--- config.mk ---
export PLATFORM = sky130hd
export DESIGN_NAME = nfcd_command_decoder
export DESIGN_NICKNAME = d
export VERILOG_FILES = /design/src/hdl/nfcd_pkg.sv /design/src/hdl/nfcd_op_engine.sv /design/src/hdl/nfcd_command_decoder.sv
export SDC_FILE = /design/constraint.sdc
export NUM_CORES = 1
export LEC_CHECK = 0
export BUFFER_PORTS_ARGS = -buffer_cell sky130_fd_sc_hd__buf_2
export CELL_PAD_IN_SITES_DETAIL_PLACEMENT = 0
export CELL_PAD_IN_SITES_GLOBAL_PLACEMENT = 1
export CORE_MARGIN = 2
export CORE_UTILIZATION = 37
export CTS_BUF_LIST = sky130_fd_sc_hd__clkbuf_4 sky130_fd_sc_hd__clkbuf_8
export DETAILED_ROUTE_END_ITERATION = 16
export PLACE_DENSITY = 0.86
export SETUP_SLACK_MARGIN = 0.3
export SYNTH_ARGS = -nofsm -noshare
export SYNTH_HDL_FRONTEND = slang
export SYNTH_HIERARCHICAL = 1
export SYNTH_SLANG_ARGS = --single-unit
--- constraint.sdc ---
create_clock -name clk -period 2.7 [get_ports clk]
set_input_delay 0.54 -clock clk [delete_from_list [all_inputs] [get_ports clk]]
set_output_delay 0.54 -clock clk [all_outputs]
set_load 0.005 [all_outputs]
--- src/hdl/nfcd_pkg.sv ---
package nfcd_pkg;

   localparam logic [7:0] CMD_READ_ARRAY   = 8'hFF;
   localparam logic [7:0] CMD_READ_ID      = 8'h90;
   localparam logic [7:0] CMD_READ_QUERY   = 8'h98;
   localparam logic [7:0] CMD_READ_STATUS  = 8'h70;
   localparam logic [7:0] CMD_CLEAR_STATUS = 8'h50;
   localparam logic [7:0] CMD_WORD_PROG    = 8'h40;
   localparam logic [7:0] CMD_BUF_PROG     = 8'hE8;
   localparam logic [7:0] CMD_FACTORY_PROG = 8'h80;
   localparam logic [7:0] CMD_ERASE_SETUP  = 8'h20;
   localparam logic [7:0] CMD_CONFIRM      = 8'hD0;
   localparam logic [7:0] CMD_SUSPEND      = 8'hB0;
   localparam logic [7:0] CMD_LOCK_SETUP   = 8'h60;
   localparam logic [7:0] CMD_LOCK         = 8'h01;
   localparam logic [7:0] CMD_LOCK_DOWN    = 8'h2F;
   localparam logic [7:0] CMD_SET_RCR      = 8'h03;
   localparam logic [7:0] CMD_OTP_SETUP    = 8'hC0;
   localparam logic [7:0] CMD_BLANK_CHECK  = 8'hBC;
   localparam logic [7:0] CMD_EXT_FUNC     = 8'hEB;

   localparam int SR_READY     = 7;
   localparam int SR_ERASE_SUSP = 6;
   localparam int SR_ERASE_ERR = 5;
   localparam int SR_PROG_ERR  = 4;
   localparam int SR_PROG_SUSP = 2;
   localparam logic [7:0] SR_RESET = 8'h80;

   localparam int RCR_ADDR_HI = 16;
   localparam int RCR_ADDR_LO = 1;
   localparam logic [15:0] RCR_RESET = 16'hFFFF;

   localparam int MAX_WORDS  = 512;
   localparam int COUNT_W    = 9;

   localparam int CLK_PERIOD_NS = 20;
   localparam int STEP_TIME_NS  = 1000;
   localparam int STEP_CYCLES   = (STEP_TIME_NS + CLK_PERIOD_NS - 1)
                                  / CLK_PERIOD_NS;
   localparam int ERASE_STEPS   = 64;

   typedef enum logic [1:0] {
      RD_ARRAY  = 2'h0,
      RD_ID     = 2'h1,
      RD_QUERY  = 2'h2,
      RD_STATUS = 2'h3
   } nfcd_read_t;

   typedef enum logic [2:0] {
      OP_WORD    = 3'h0,
      OP_BUFFER  = 3'h1,
      OP_FACTORY = 3'h2,
      OP_ERASE   = 3'h3,
      OP_BLANK   = 3'h4,
      OP_OTP     = 3'h5,
      OP_EXT     = 3'h6
   } nfcd_op_t;

   typedef enum logic [1:0] {
      LK_LOCK   = 2'h0,
      LK_UNLOCK = 2'h1,
      LK_DOWN   = 2'h2
   } nfcd_lock_t;

   typedef enum logic [3:0] {
      SQ_IDLE       = 4'h0,
      SQ_WORD_DATA  = 4'h1,
      SQ_ERASE_CONF = 4'h2,
      SQ_LOCK_2ND   = 4'h3,
      SQ_BLANK_CONF = 4'h4,
      SQ_OTP_DATA   = 4'h5,
      SQ_BUF_COUNT  = 4'h6,
      SQ_BUF_DATA   = 4'h7,
      SQ_BUF_CONF   = 4'h8,
      SQ_EXT_SUBOP  = 4'h9,
      SQ_EXT_COUNT  = 4'hA,
      SQ_EXT_DATA   = 4'hB,
      SQ_EXT_CONF   = 4'hC,
      SQ_FACT_CONF  = 4'hD,
      SQ_FACT_DATA  = 4'hE
   } nfcd_seq_t;

endpackage : nfcd_pkg

--- src/hdl/nfcd_op_engine.sv ---
`timescale 1ns/100ps
module nfcd_op_engine #(
   parameter int STEP_CYC = nfcd_pkg::STEP_CYCLES,
   parameter int E_STEPS  = nfcd_pkg::ERASE_STEPS
) (
   input  wire logic                   clk,
   input  wire logic                   rst_n,
   input  wire logic                   start,
   input  wire nfcd_pkg::nfcd_op_t     kind,
   input  wire logic [8:0]             words,
   input  wire logic                   suspend,
   input  wire logic                   resume,
   output logic                        busy_q,
   output logic                        suspended_q,
   output logic                        done_q,
   output nfcd_pkg::nfcd_op_t          runKind_q
);

   logic [15:0] stepCnt_q;
   logic [15:0] stepsLeft_q;
   logic        stepEnd;

   assign stepEnd = (stepCnt_q == 16'(STEP_CYC - 1));

   always_ff @(posedge clk) begin
      done_q <= 1'b0;
      if (!rst_n) begin
         busy_q      <= 1'b0;
         suspended_q <= 1'b0;
         stepCnt_q   <= 16'h0000;
         stepsLeft_q <= 16'h0000;
         runKind_q   <= nfcd_pkg::OP_WORD;
      end else if (start && !busy_q) begin
         busy_q    <= 1'b1;
         runKind_q <= kind;
         stepCnt_q <= 16'h0000;
         if (kind == nfcd_pkg::OP_ERASE || kind == nfcd_pkg::OP_BLANK)
            stepsLeft_q <= 16'(E_STEPS);
         else
            stepsLeft_q <= {7'h00, words} + 16'h0001;
      end else if (busy_q) begin
         if (suspend && !suspended_q) begin
            suspended_q <= 1'b1;
         end else if (resume && suspended_q) begin
            suspended_q <= 1'b0;
         end else if (!suspended_q) begin
            if (stepEnd) begin
               stepCnt_q   <= 16'h0000;
               stepsLeft_q <= stepsLeft_q - 16'h0001;
               if (stepsLeft_q == 16'h0001) begin
                  busy_q <= 1'b0;
                  done_q <= 1'b1;
               end
            end else begin
               stepCnt_q <= stepCnt_q + 16'h0001;
            end
         end
      end
   end

endmodule : nfcd_op_engine

--- src/hdl/nfcd_command_decoder.sv ---
// Operation
// 0xBC opens blank check; a confirm write must follow.
// 0xD0 after blank opener latches block address, runs blank check.
// extended sequence: 0xEB, sub-op code, count N-1 in 0..511.
// extended data words fill buffer to count, then 0xD0 completes.
// accepted program or erase runs as timed steps, no host cycles.
// reset or suspend stops a running program or erase.
// host uses the target address on the opening write.
// 0xFF anywhere returns to array read; code takes it only from the idle sequence state, not while an operation runs.
// 0x90 selects identifier reads; state persists across reads.
// 0x98 selects query reads on the 16 data lines.
// 0x70 then a read returns the status register.
// 0x50 anywhere clears the status error bits; code clears only from the idle sequence state, not while an operation runs.
// word program: 0x40 at address, then data to same address.
// buffered program: 0xE8, count N-1, up to 512 words, 0xD0.
// factory program: 0x80 then 0xD0, then streamed buffer words.
// block erase: 0x20 then 0xD0 inside the block.
// 0xB0 suspends running operation, 0xD0 resumes it.
// 0x60 then 0x01 lock, 0xD0 unlock, 0x2F lock down.
// 0xC0 then address and data programs protection or lock register.
// 0x60 then 0x03 loads read config from address bits 16..1.
// host adds the die base address on identifier and query reads.
// bad second write sets both error bits, enters status read.
// during erase only status read and suspend are accepted.
`timescale 1ns/100ps
module nfcd_command_decoder #(
   parameter int ADDR_W   = 26,
   parameter int STEP_CYC = nfcd_pkg::STEP_CYCLES,
   parameter int E_STEPS  = nfcd_pkg::ERASE_STEPS
) (
   input  wire logic                clk,
   input  wire logic                rst_n,
   input  wire logic                wrStb,
   input  wire logic [ADDR_W-1:0]   wrAddr,
   input  wire logic [15:0]         wrData,
   input  wire logic                rdStb,
   output nfcd_pkg::nfcd_read_t     readState_q,
   output logic                     rdValid_q,
   output logic [15:0]              rdData_q,
   output logic [7:0]               status_q,
   output logic                     opStart_q,
   output nfcd_pkg::nfcd_op_t       opKind_q,
   output logic [ADDR_W-1:0]        opAddr_q,
   output logic [15:0]              opData_q,
   output logic [8:0]               opWords_q,
   output logic [7:0]               subOp_q,
   output logic                     bufWe_q,
   output logic [8:0]               bufIdx_q,
   output logic [15:0]              bufData_q,
   output logic                     lockWe_q,
   output nfcd_pkg::nfcd_lock_t     lockAction_q,
   output logic [15:0]              rcr_q,
   output logic                     busy_q,
   output logic                     suspended_q,
   output logic                     opDone_q
);

   nfcd_pkg::nfcd_seq_t seq_q;
   logic [7:0]          code;
   logic                engBusy;
   logic                engSusp;
   logic                engDone;
   nfcd_pkg::nfcd_op_t  engKind;
   logic                suspReq_q;
   logic                resumeReq_q;
   logic [8:0]          count_q;
   logic                running;
   logic                take;
   logic                seqErr;

   assign code    = wrData[7:0];
   assign running = engBusy && !engSusp;
   // while timed work runs only status read and suspend are decoded
   assign take = wrStb && (!running || code == nfcd_pkg::CMD_READ_STATUS
                           || code == nfcd_pkg::CMD_SUSPEND);

   function automatic logic isOpener(input logic [7:0] c);
      isOpener = (c == nfcd_pkg::CMD_WORD_PROG)   ||
                 (c == nfcd_pkg::CMD_BUF_PROG)    ||
                 (c == nfcd_pkg::CMD_FACTORY_PROG)||
                 (c == nfcd_pkg::CMD_ERASE_SETUP) ||
                 (c == nfcd_pkg::CMD_LOCK_SETUP)  ||
                 (c == nfcd_pkg::CMD_OTP_SETUP)   ||
                 (c == nfcd_pkg::CMD_BLANK_CHECK) ||
                 (c == nfcd_pkg::CMD_EXT_FUNC);
   endfunction : isOpener

   function automatic logic [8:0] lowCount(input logic [15:0] d);
      lowCount = d[8:0];
   endfunction : lowCount

   localparam int COUNT_HI = nfcd_pkg::COUNT_W;

   // confirm or lock write that does not complete its opener, or a count above 511
   always_comb begin
      seqErr = 1'b0;
      if (take) begin
         unique case (seq_q)
            nfcd_pkg::SQ_ERASE_CONF,
            nfcd_pkg::SQ_BLANK_CONF,
            nfcd_pkg::SQ_FACT_CONF,
            nfcd_pkg::SQ_BUF_CONF,
            nfcd_pkg::SQ_EXT_CONF:
               seqErr = (code != nfcd_pkg::CMD_CONFIRM);
            nfcd_pkg::SQ_LOCK_2ND:
               seqErr = (code != nfcd_pkg::CMD_LOCK) &&
                        (code != nfcd_pkg::CMD_CONFIRM) &&
                        (code != nfcd_pkg::CMD_LOCK_DOWN) &&
                        (code != nfcd_pkg::CMD_SET_RCR);
            nfcd_pkg::SQ_BUF_COUNT,
            nfcd_pkg::SQ_EXT_COUNT:
               seqErr = (wrData[15:COUNT_HI] != '0);
            default:
               seqErr = 1'b0;
         endcase
      end
   end

   // command sequencer
   always_ff @(posedge clk) begin
      opStart_q <= 1'b0;
      bufWe_q   <= 1'b0;
      lockWe_q  <= 1'b0;
      if (!rst_n) begin
         seq_q        <= nfcd_pkg::SQ_IDLE;
         opKind_q     <= nfcd_pkg::OP_WORD;
         opAddr_q     <= '0;
         opData_q     <= 16'h0000;
         opWords_q    <= 9'h000;
         subOp_q      <= 8'h00;
         count_q      <= 9'h000;
         bufIdx_q     <= 9'h000;
         bufData_q    <= 16'h0000;
         lockAction_q <= nfcd_pkg::LK_LOCK;
         rcr_q        <= nfcd_pkg::RCR_RESET;
      end else if (take) begin
         if (seqErr) begin
            seq_q <= nfcd_pkg::SQ_IDLE;
         end else begin
            unique case (seq_q)
               nfcd_pkg::SQ_IDLE: begin
                  opAddr_q <= wrAddr;
                  unique case (code)
                     nfcd_pkg::CMD_WORD_PROG:
                        seq_q <= nfcd_pkg::SQ_WORD_DATA;
                     nfcd_pkg::CMD_BUF_PROG:
                        seq_q <= nfcd_pkg::SQ_BUF_COUNT;
                     nfcd_pkg::CMD_FACTORY_PROG:
                        seq_q <= nfcd_pkg::SQ_FACT_CONF;
                     nfcd_pkg::CMD_ERASE_SETUP:
                        seq_q <= nfcd_pkg::SQ_ERASE_CONF;
                     nfcd_pkg::CMD_LOCK_SETUP:
                        seq_q <= nfcd_pkg::SQ_LOCK_2ND;
                     nfcd_pkg::CMD_OTP_SETUP:
                        seq_q <= nfcd_pkg::SQ_OTP_DATA;
                     nfcd_pkg::CMD_BLANK_CHECK:
                        seq_q <= nfcd_pkg::SQ_BLANK_CONF;
                     nfcd_pkg::CMD_EXT_FUNC:
                        seq_q <= nfcd_pkg::SQ_EXT_SUBOP;
                     default:
                        seq_q <= nfcd_pkg::SQ_IDLE;
                  endcase
               end
               nfcd_pkg::SQ_WORD_DATA: begin
                  opAddr_q  <= wrAddr;
                  opData_q  <= wrData;
                  opWords_q <= 9'h000;
                  opKind_q  <= nfcd_pkg::OP_WORD;
                  opStart_q <= 1'b1;
                  seq_q     <= nfcd_pkg::SQ_IDLE;
               end
               nfcd_pkg::SQ_ERASE_CONF: begin
                  opAddr_q  <= wrAddr;
                  opKind_q  <= nfcd_pkg::OP_ERASE;
                  opStart_q <= 1'b1;
                  seq_q     <= nfcd_pkg::SQ_IDLE;
               end
               nfcd_pkg::SQ_BLANK_CONF: begin
                  opAddr_q  <= wrAddr;
                  opKind_q  <= nfcd_pkg::OP_BLANK;
                  opStart_q <= 1'b1;
                  seq_q     <= nfcd_pkg::SQ_IDLE;
               end
               nfcd_pkg::SQ_LOCK_2ND: begin
                  seq_q <= nfcd_pkg::SQ_IDLE;
                  if (code == nfcd_pkg::CMD_SET_RCR) begin
                     rcr_q <= wrAddr[nfcd_pkg::RCR_ADDR_HI:
                                     nfcd_pkg::RCR_ADDR_LO];
                  end else begin
                     opAddr_q <= wrAddr;
                     lockWe_q <= 1'b1;
                     if (code == nfcd_pkg::CMD_LOCK)
                        lockAction_q <= nfcd_pkg::LK_LOCK;
                     else if (code == nfcd_pkg::CMD_LOCK_DOWN)
                        lockAction_q <= nfcd_pkg::LK_DOWN;
                     else
                        lockAction_q <= nfcd_pkg::LK_UNLOCK;
                  end
               end
               nfcd_pkg::SQ_OTP_DATA: begin
                  opAddr_q  <= wrAddr;
                  opData_q  <= wrData;
                  opWords_q <= 9'h000;
                  opKind_q  <= nfcd_pkg::OP_OTP;
                  opStart_q <= 1'b1;
                  seq_q     <= nfcd_pkg::SQ_IDLE;
               end
               nfcd_pkg::SQ_BUF_COUNT,
               nfcd_pkg::SQ_EXT_COUNT: begin
                  count_q   <= lowCount(wrData);
                  opWords_q <= lowCount(wrData);
                  bufIdx_q  <= 9'h1FF;
                  seq_q     <= (seq_q == nfcd_pkg::SQ_BUF_COUNT) ?
                               nfcd_pkg::SQ_BUF_DATA :
                               nfcd_pkg::SQ_EXT_DATA;
               end
               nfcd_pkg::SQ_BUF_DATA,
               nfcd_pkg::SQ_EXT_DATA,
               nfcd_pkg::SQ_FACT_DATA: begin
                  bufWe_q   <= 1'b1;
                  bufIdx_q  <= bufIdx_q + 9'h001;
                  bufData_q <= wrData;
                  if (bufIdx_q + 9'h001 == count_q) begin
                     if (seq_q == nfcd_pkg::SQ_FACT_DATA) begin
                        opKind_q  <= nfcd_pkg::OP_FACTORY;
                        opStart_q <= 1'b1;
                        seq_q     <= nfcd_pkg::SQ_IDLE;
                     end else begin
                        seq_q <= (seq_q == nfcd_pkg::SQ_BUF_DATA) ?
                                 nfcd_pkg::SQ_BUF_CONF :
                                 nfcd_pkg::SQ_EXT_CONF;
                     end
                  end
               end
               nfcd_pkg::SQ_BUF_CONF: begin
                  opKind_q  <= nfcd_pkg::OP_BUFFER;
                  opStart_q <= 1'b1;
                  seq_q     <= nfcd_pkg::SQ_IDLE;
               end
               nfcd_pkg::SQ_EXT_CONF: begin
                  opKind_q  <= nfcd_pkg::OP_EXT;
                  opStart_q <= 1'b1;
                  seq_q     <= nfcd_pkg::SQ_IDLE;
               end
               nfcd_pkg::SQ_EXT_SUBOP: begin
                  subOp_q <= code;
                  seq_q   <= nfcd_pkg::SQ_EXT_COUNT;
               end
               nfcd_pkg::SQ_FACT_CONF: begin
                  // factory stream always fills the whole buffer
                  opAddr_q  <= wrAddr;
                  count_q   <= 9'(nfcd_pkg::MAX_WORDS - 1);
                  opWords_q <= 9'(nfcd_pkg::MAX_WORDS - 1);
                  bufIdx_q  <= 9'h1FF;
                  seq_q     <= nfcd_pkg::SQ_FACT_DATA;
               end
               default:
                  seq_q <= nfcd_pkg::SQ_IDLE;
            endcase
         end
      end
   end

   always_ff @(posedge clk) begin
      if (!rst_n) begin
         suspReq_q   <= 1'b0;
         resumeReq_q <= 1'b0;
      end else begin
         suspReq_q   <= take && seq_q == nfcd_pkg::SQ_IDLE &&
                        code == nfcd_pkg::CMD_SUSPEND;
         resumeReq_q <= take && seq_q == nfcd_pkg::SQ_IDLE &&
                        engSusp && code == nfcd_pkg::CMD_CONFIRM;
      end
   end

   // read state selection
   always_ff @(posedge clk) begin
      if (!rst_n) begin
         readState_q <= nfcd_pkg::RD_ARRAY;
      end else if (seqErr) begin
         readState_q <= nfcd_pkg::RD_STATUS;
      end else if (take && seq_q == nfcd_pkg::SQ_IDLE) begin
         unique case (code)
            nfcd_pkg::CMD_READ_ARRAY:
               readState_q <= nfcd_pkg::RD_ARRAY;
            nfcd_pkg::CMD_READ_ID:
               readState_q <= nfcd_pkg::RD_ID;
            nfcd_pkg::CMD_READ_QUERY:
               readState_q <= nfcd_pkg::RD_QUERY;
            nfcd_pkg::CMD_READ_STATUS:
               readState_q <= nfcd_pkg::RD_STATUS;
            default:
               if (isOpener(code) || code == nfcd_pkg::CMD_SUSPEND)
                  readState_q <= nfcd_pkg::RD_STATUS;
         endcase
      end else if (take && seq_q == nfcd_pkg::SQ_LOCK_2ND &&
                   code == nfcd_pkg::CMD_SET_RCR) begin
         readState_q <= nfcd_pkg::RD_ARRAY;
      end
   end

   // status register: error set wins over a clear in the same write
   always_ff @(posedge clk) begin
      if (!rst_n) begin
         status_q <= nfcd_pkg::SR_RESET;
      end else begin
         status_q[nfcd_pkg::SR_READY]      <= !engBusy || engSusp;
         status_q[nfcd_pkg::SR_ERASE_SUSP] <= engSusp &&
                                              engKind == nfcd_pkg::OP_ERASE;
         status_q[nfcd_pkg::SR_PROG_SUSP]  <= engSusp &&
                                              engKind != nfcd_pkg::OP_ERASE;
         if (seqErr) begin
            status_q[nfcd_pkg::SR_ERASE_ERR] <= 1'b1;
            status_q[nfcd_pkg::SR_PROG_ERR]  <= 1'b1;
         end else if (take && seq_q == nfcd_pkg::SQ_IDLE &&
                      code == nfcd_pkg::CMD_CLEAR_STATUS) begin
            status_q[nfcd_pkg::SR_ERASE_ERR] <= 1'b0;
            status_q[nfcd_pkg::SR_PROG_ERR]  <= 1'b0;
         end
      end
   end

   // read answer; non-status contents are muxed outside by readState_q
   always_ff @(posedge clk) begin
      if (!rst_n) begin
         rdValid_q <= 1'b0;
         rdData_q  <= 16'h0000;
      end else begin
         rdValid_q <= rdStb;
         if (rdStb)
            rdData_q <= (readState_q == nfcd_pkg::RD_STATUS) ?
                        {8'h00, status_q} : 16'h0000;
      end
   end

   nfcd_op_engine #(
      .STEP_CYC (STEP_CYC),
      .E_STEPS  (E_STEPS)
   ) u_engine (
      .clk         (clk),
      .rst_n       (rst_n),
      .start       (opStart_q),
      .kind        (opKind_q),
      .words       (opWords_q),
      .suspend     (suspReq_q),
      .resume      (resumeReq_q),
      .busy_q      (engBusy),
      .suspended_q (engSusp),
      .done_q      (engDone),
      .runKind_q   (engKind)
   );

   always_ff @(posedge clk) begin
      if (!rst_n) begin
         busy_q      <= 1'b0;
         suspended_q <= 1'b0;
         opDone_q    <= 1'b0;
      end else begin
         busy_q      <= engBusy;
         suspended_q <= engSusp;
         opDone_q    <= engDone;
      end
   end

endmodule : nfcd_command_decoder

# Word-level counts from Yosys, hierarchy flattened
# Index checks and enable logic that the tools add are counted.
[totals] register_bits=188 input_bits=46 wordCells=217
[op_classes] muxes=50 eq_ne=52 n_bitwise=11 n_addsub=4 n_reduce_logical=70
[ops] operator="$mux W16" n=8
[ops] operator="$eq A8 B8 Y1 const B" n=10
[ops] operator="$pmux W26 S2" n=1
[ops] operator="$pmux W9 S2" n=2
[ops] operator="$eq A8 B7 Y1 const B" n=4
[ops] operator="$pmux W4 S8" n=1
[ops] operator="$eq A4 B4 Y1 const B" n=7
[ops] operator="$pmux W9 S3" n=1
[ops] operator="$mux W26" n=1
[ops] operator="$pmux W3 S7" n=1
[ops] operator="$reduce_and A3 Y1" n=7
[ops] operator="$pmux W4 S5" n=1
[ops] operator="$logic_and A1 B1 Y1" n=17
[ops] operator="$add A16 B1 Y16 const B" n=1
[ops] operator="$eq A16 B1 Y1 const B" n=1
[ops] operator="$eq A16 B6 Y1 const B" n=1
[ops] operator="$eq A4 B3 Y1 const B" n=4
[ops] operator="$eq A8 B6 Y1 const B" n=2
[ops] operator="$mux W2" n=8
[ops] operator="$mux W4" n=4
[ops] operator="$reduce_and A4 Y1" n=4
[ops] operator="$sub A16 B1 Y16 const B" n=1
[ops] operator="$mux W1" n=15
[ops] operator="$reduce_bool A2 Y1" n=7
[ops] operator="38 further kinds" n=78

# Depth between registers and ports, before layout
[depth] word_depth=13 mapped_depth=10

# Hierarchy
# The synthesis kept the hierarchy.
[by_module_without_submodules] module="nfcd_command_decoder" area_per_inst_um2=6125.9 cells_each=742 seq_area_each_um2=2742.6 instances=1
[by_module_without_submodules] module="nfcd_op_engine" area_per_inst_um2=2030.7 cells_each=250 seq_area_each_um2=760.7 instances=1

# Worst setup path before layout
# Ideal clock, no wire load.
[synth_path] kind="register to register" from="reg bufIdx_q[0]" to="reg seq_q[1]" setup_ns=0.072 required_ns=2.628 arrival_ns=2.491 path_stages_with_launch=9 period_less_slack_ns=2.563 setup_slack_ns=0.137 path_cell_list="dfxtp_1 ha_1 and3_1 buf_6 and3_4 or4_4 or4_4 a21oi_4 mux2i_1"
[synth_via] elab_chain_cells=4
[synth_rtl] element="start, declared" line_no="nfcd_command_decoder.sv:48" source="output logic [8:0] bufIdx_q,"
[synth_rtl] element="start signal, assigned" line_no="nfcd_command_decoder.sv:221" source="bufIdx_q <= bufIdx_q + 9'h001;"
[synth_rtl] element="$add A9 B1 Y9" line_no="nfcd_command_decoder.sv:223" source="if (bufIdx_q + 9'h001 == count_q) begin"
[synth_rtl] element="$eq A9 B9 Y1" line_no="nfcd_command_decoder.sv:223"
[synth_rtl] element="$ne A3 B3 Y1 (no line)"
[synth_rtl] element="$reduce_and A2 Y1 (no line)"
[synth_rtl] element="end signal, assigned" line_no="nfcd_command_decoder.sv:227" source="seq_q <= nfcd_pkg::SQ_IDLE;"
[synth_rtl] element="end signal, assigned" line_no="nfcd_command_decoder.sv:229" source="seq_q <= (seq_q == nfcd_pkg::SQ_BUF_DATA) ?"
[synth_rtl] element="end signal, assigned" line_no="nfcd_command_decoder.sv:238" source="seq_q <= nfcd_pkg::SQ_IDLE;"
[synth_rtl] element="end, declared" line_no="nfcd_command_decoder.sv:58" source="nfcd_pkg::nfcd_seq_t seq_q;"
# No other way between the ends.
# A chain may end at the register's enable or synchronous reset.

# Worst setup path in the final report
[layout_path] from="reg bufIdx_q[1]" to="reg seq_q[2]"
# Same word-level chain as after synthesis.

==> impl_metrics.yaml <==
detailed_routing:
  drcViolationCount: 0
  viasPerCell: 5.24
  first_pass_iters: 7
  postRouteAntennaNets: 0
  drt_wl_total_um: 23700
  drt-initial-drc-count: 548
  num_vias: 7646
  post_drt_wl_per_cell_um: 16.3
timing:
  finalCritPeriodShare_pct: 86.1
  timing.fmax_mhz: 430
  slew_headroom_pct: 50.8
  hold_slack_ps: 283
  finalClockSkew_ps: 23.3
  fin_crit_ps: 2320
  tightest_slew_ps: 731
  rsz0062_at_grt: "true"
  finalSetupTns_ps: 0
  slew_viol_final: 0
  setup_viol: 0
  finalHoldViolations: 0
clock_network:
  cts_buffer_depth: 2
  cts-buffers-inserted: 17
  path_clk_slew_ps: 110
  cts.htree.levels: 4
  clock-sinks: 175
  cts_tree: "done"
  cts-root-buf: "clkbuf_8"
  clk_latency_ps: 470
synth:
  yosysWarnings: 6
  syn_area_mm2: 0.00816
  synth_top_area_cell: "dfxtp_1"
  synth_cell_types: 79
  yosys.area.top_type_share_pct: 43.0
  avgSynthCellArea_um2: 8.22
  ys_seq_area_share_pct: 43.0
  synth_edf_count: 0
  synthTopCellsByArea: "dfxtp_1, nand2_1, a21oi_1, mux2i_1, nor2_1"
  syn_inst: 992
  synth_ff_type: "dfxtp_1"
  async_flop_share_pct: 0
  synth_seq_cells: 175
placement:
  dp_hpwl_um: 17000
  port_buffers: 169
  gp_congestion: 0.863
  dpl-instance-area_mm2: 0.00943
global_route:
  overflow: 0
  grt_max_degree: 41
  track_usage_pct: 19.9
  grt_pass1_wl_um: 37800
  antenna_found_initial: 0
  grt_pass1_vias: 7147
setup_path:
  r2r_end: "seq_q[2]"
  crit_arrival_ps: 2710
  crit_fanout: 4
  criticalPathCategory: "flop to flop"
  r2r_slack_ps: 380
  start_kind: "flop"
  worst_setup_path_end_kind: "flop"
  cp.required_ps: 3090
  r2r-start: "bufIdx_q[1]"
  r2r.worst_path.cells: 7
hold_path:
  hold_path_startpoint: "wrAddr[14]"
  holdPathEnd: "rcr_q[13]"
  hold_class: "input port to flop"
  hold_path_depth: 3
flow_run:
  maxCapViolations: 0
final_layout:
  n_antenna_cell: 0
  syn2layout_area_growth_pct: 21.9
  fin_nets: 1217
  final_cell_area_mm2: 0.00994
  fill_cells: 2213
  drive_gt1_share_pct: 25.5
  final_cell_mix: "dfxtp_1, buf_2, nand2_1"
power:
  p_leak_nw: 4.21
  powerDensity_mw_per_mm2: 480
  ir_drop_uv: 311
  power.total_mw: 4.77
floorplan:
  die_x_um: 152
  die_area_mm2: 0.0232
  initial_core_util_pct: 37.5
  coreArea_mm2: 0.0218
  std_cell_rows: 54
  die_h_um: 152
  pin_count: 184
outcome:
  outcome: "finished, final reports clean"
[registers in the layout, indices dropped and copies added, names as in the netlist, 16 cells and up]
name                  cells
bufData_q                16
opAddr_q                 26
u_engine/stepCnt_q       16
opData_q                 16
rcr_q                    16
u_engine/stepsLeft_q     16
[power breakdown]
| group | switching (mW) | leakage (nW) | internal, mW | total (mW) |
|---|---|---|---|---|
| logic | 0.197 | 2.60 | 0.125 | 0.322 |
| registers | 0.0187 | 1.42 | 2.61 | 2.63 |
| clock network | 1.11 | 0.198 | 0.714 | 1.82 |
| total | 1.33 | 4.21 | 3.45 | 4.77 |
[per-stage QoR]
| stage | util (%) | setup slack, ps | instances |
|---|---|---|---|
| final | 45.7 | 376 | 1458 |
| after global routing | 45.7 | 289 | 1458 |
| after CTS | 45.5 | 315 | 1458 |
| after detailed placement | 43.4 | 106 | 1421 |
| after global placement | 43.4 | 105 | 1421 |
| after floorplan | - | 303 | 1005 |
[cell usage after synthesis, types with 3 or more instances]
library cell / n
inv_1: 13
buf_4: 20
or3_1: 8
nor2_1: 91
and2_1: 13
o22ai_1: 3
or4_1: 3
nand4_1: 13
nor4_1: 24
a211oi_1: 4
xnor2_1: 24
o32ai_1: 3
a31oi_1: 10
a21o_1: 5
o31ai_1: 3
o221a_2: 5
o21a_1: 8
nand2_1: 154
mux2i_1: 39
a21boi_0: 6
dfxtp_1: 175
and3_1: 11
ha_1: 6
nand2b_1: 15
nand3_1: 58
nor3_1: 25
buf_2: 13
and4_1: 4
o21ai_0: 30
nor2b_1: 4
o211a_1: 3
xor2_1: 14
a21oi_1: 83
clkbuf_1: 45
[final cells by class]
class / instances / area, um^2 / area share [%]
sequential: 175 / 3520 / 35.4
inverter: 14 / 53.8 / 0.541
tap: 280 / 350 / 3.52
clock inverter: 14 / 148 / 1.49
multi-input combinational: 732 / 4310 / 43.4
timing repair buffer: 225 / 1310 / 13.2
clock buffer: 18 / 248 / 2.49
[how the worst max path moves through the flow]
stage	from	to	slack, ps	cells past startpoint
2_1_floorplan	wrData[2]	subOp_q[0]	300	7
3_3_place_gp	wrData[0]	bufIdx_q[0]	100	8
3_5_place_dp	wrData[0]	opAddr_q[18]	110	8
4_1_cts	bufIdx_q[1]	seq_q[3]	310	7
5_1_grt	bufIdx_q[1]	seq_q[3]	290	7
6_report	bufIdx_q[1]	seq_q[2]	380	7
[critical path, cell delays in order, from the launching register on]
cell     delay (ps)
dfxtp_4         380
ha_4            130
and3_4          200
a21oi_1          70
or4_4           550
or4_4           450
a21oi_4         260
mux2i_1         210
[kinds of logic (layout without fill, tap and decap cells)]
group,Yosys count,in the layout,share of synthesized area (%)
adder cells (fa/ha/maj),6,6,0.920
multiplexers,40,40,4.92
flip-flops,175,175,43.0
other,1,14,0.0460
buffers and inverters,98,271,5.84
AO/OA/AOI/OAI,186,186,14.4
XOR/XNOR,38,38,4.08
AND/OR/NAND/NOR,448,448,26.9
[layer usage]
| layer | vias up | GRT usage [%] | wire length [um] |
|---|---|---|---|
| li1 | 3792 | - | - |
| met1 | 3572 | 25.9 | 10600 |
| met2 | 254 | 31.5 | 10600 |
| met3 | 28 | 6.17 | 1980 |
| met4 | 0 | 6.31 | 499 |
| met5 | - | 0 | 0 |
[what timing repair did]
item | in CTS | in global routing
setup buffers | 5 | 0
gates resized for setup | 13 | 11
pin swaps | 5 | 2
endpoints found under the setup margin | 25 | 67
gates cloned | 0 | 0
hold buffers | 0 | 0
Note: power is estimated with default switching activity, not from simulation.
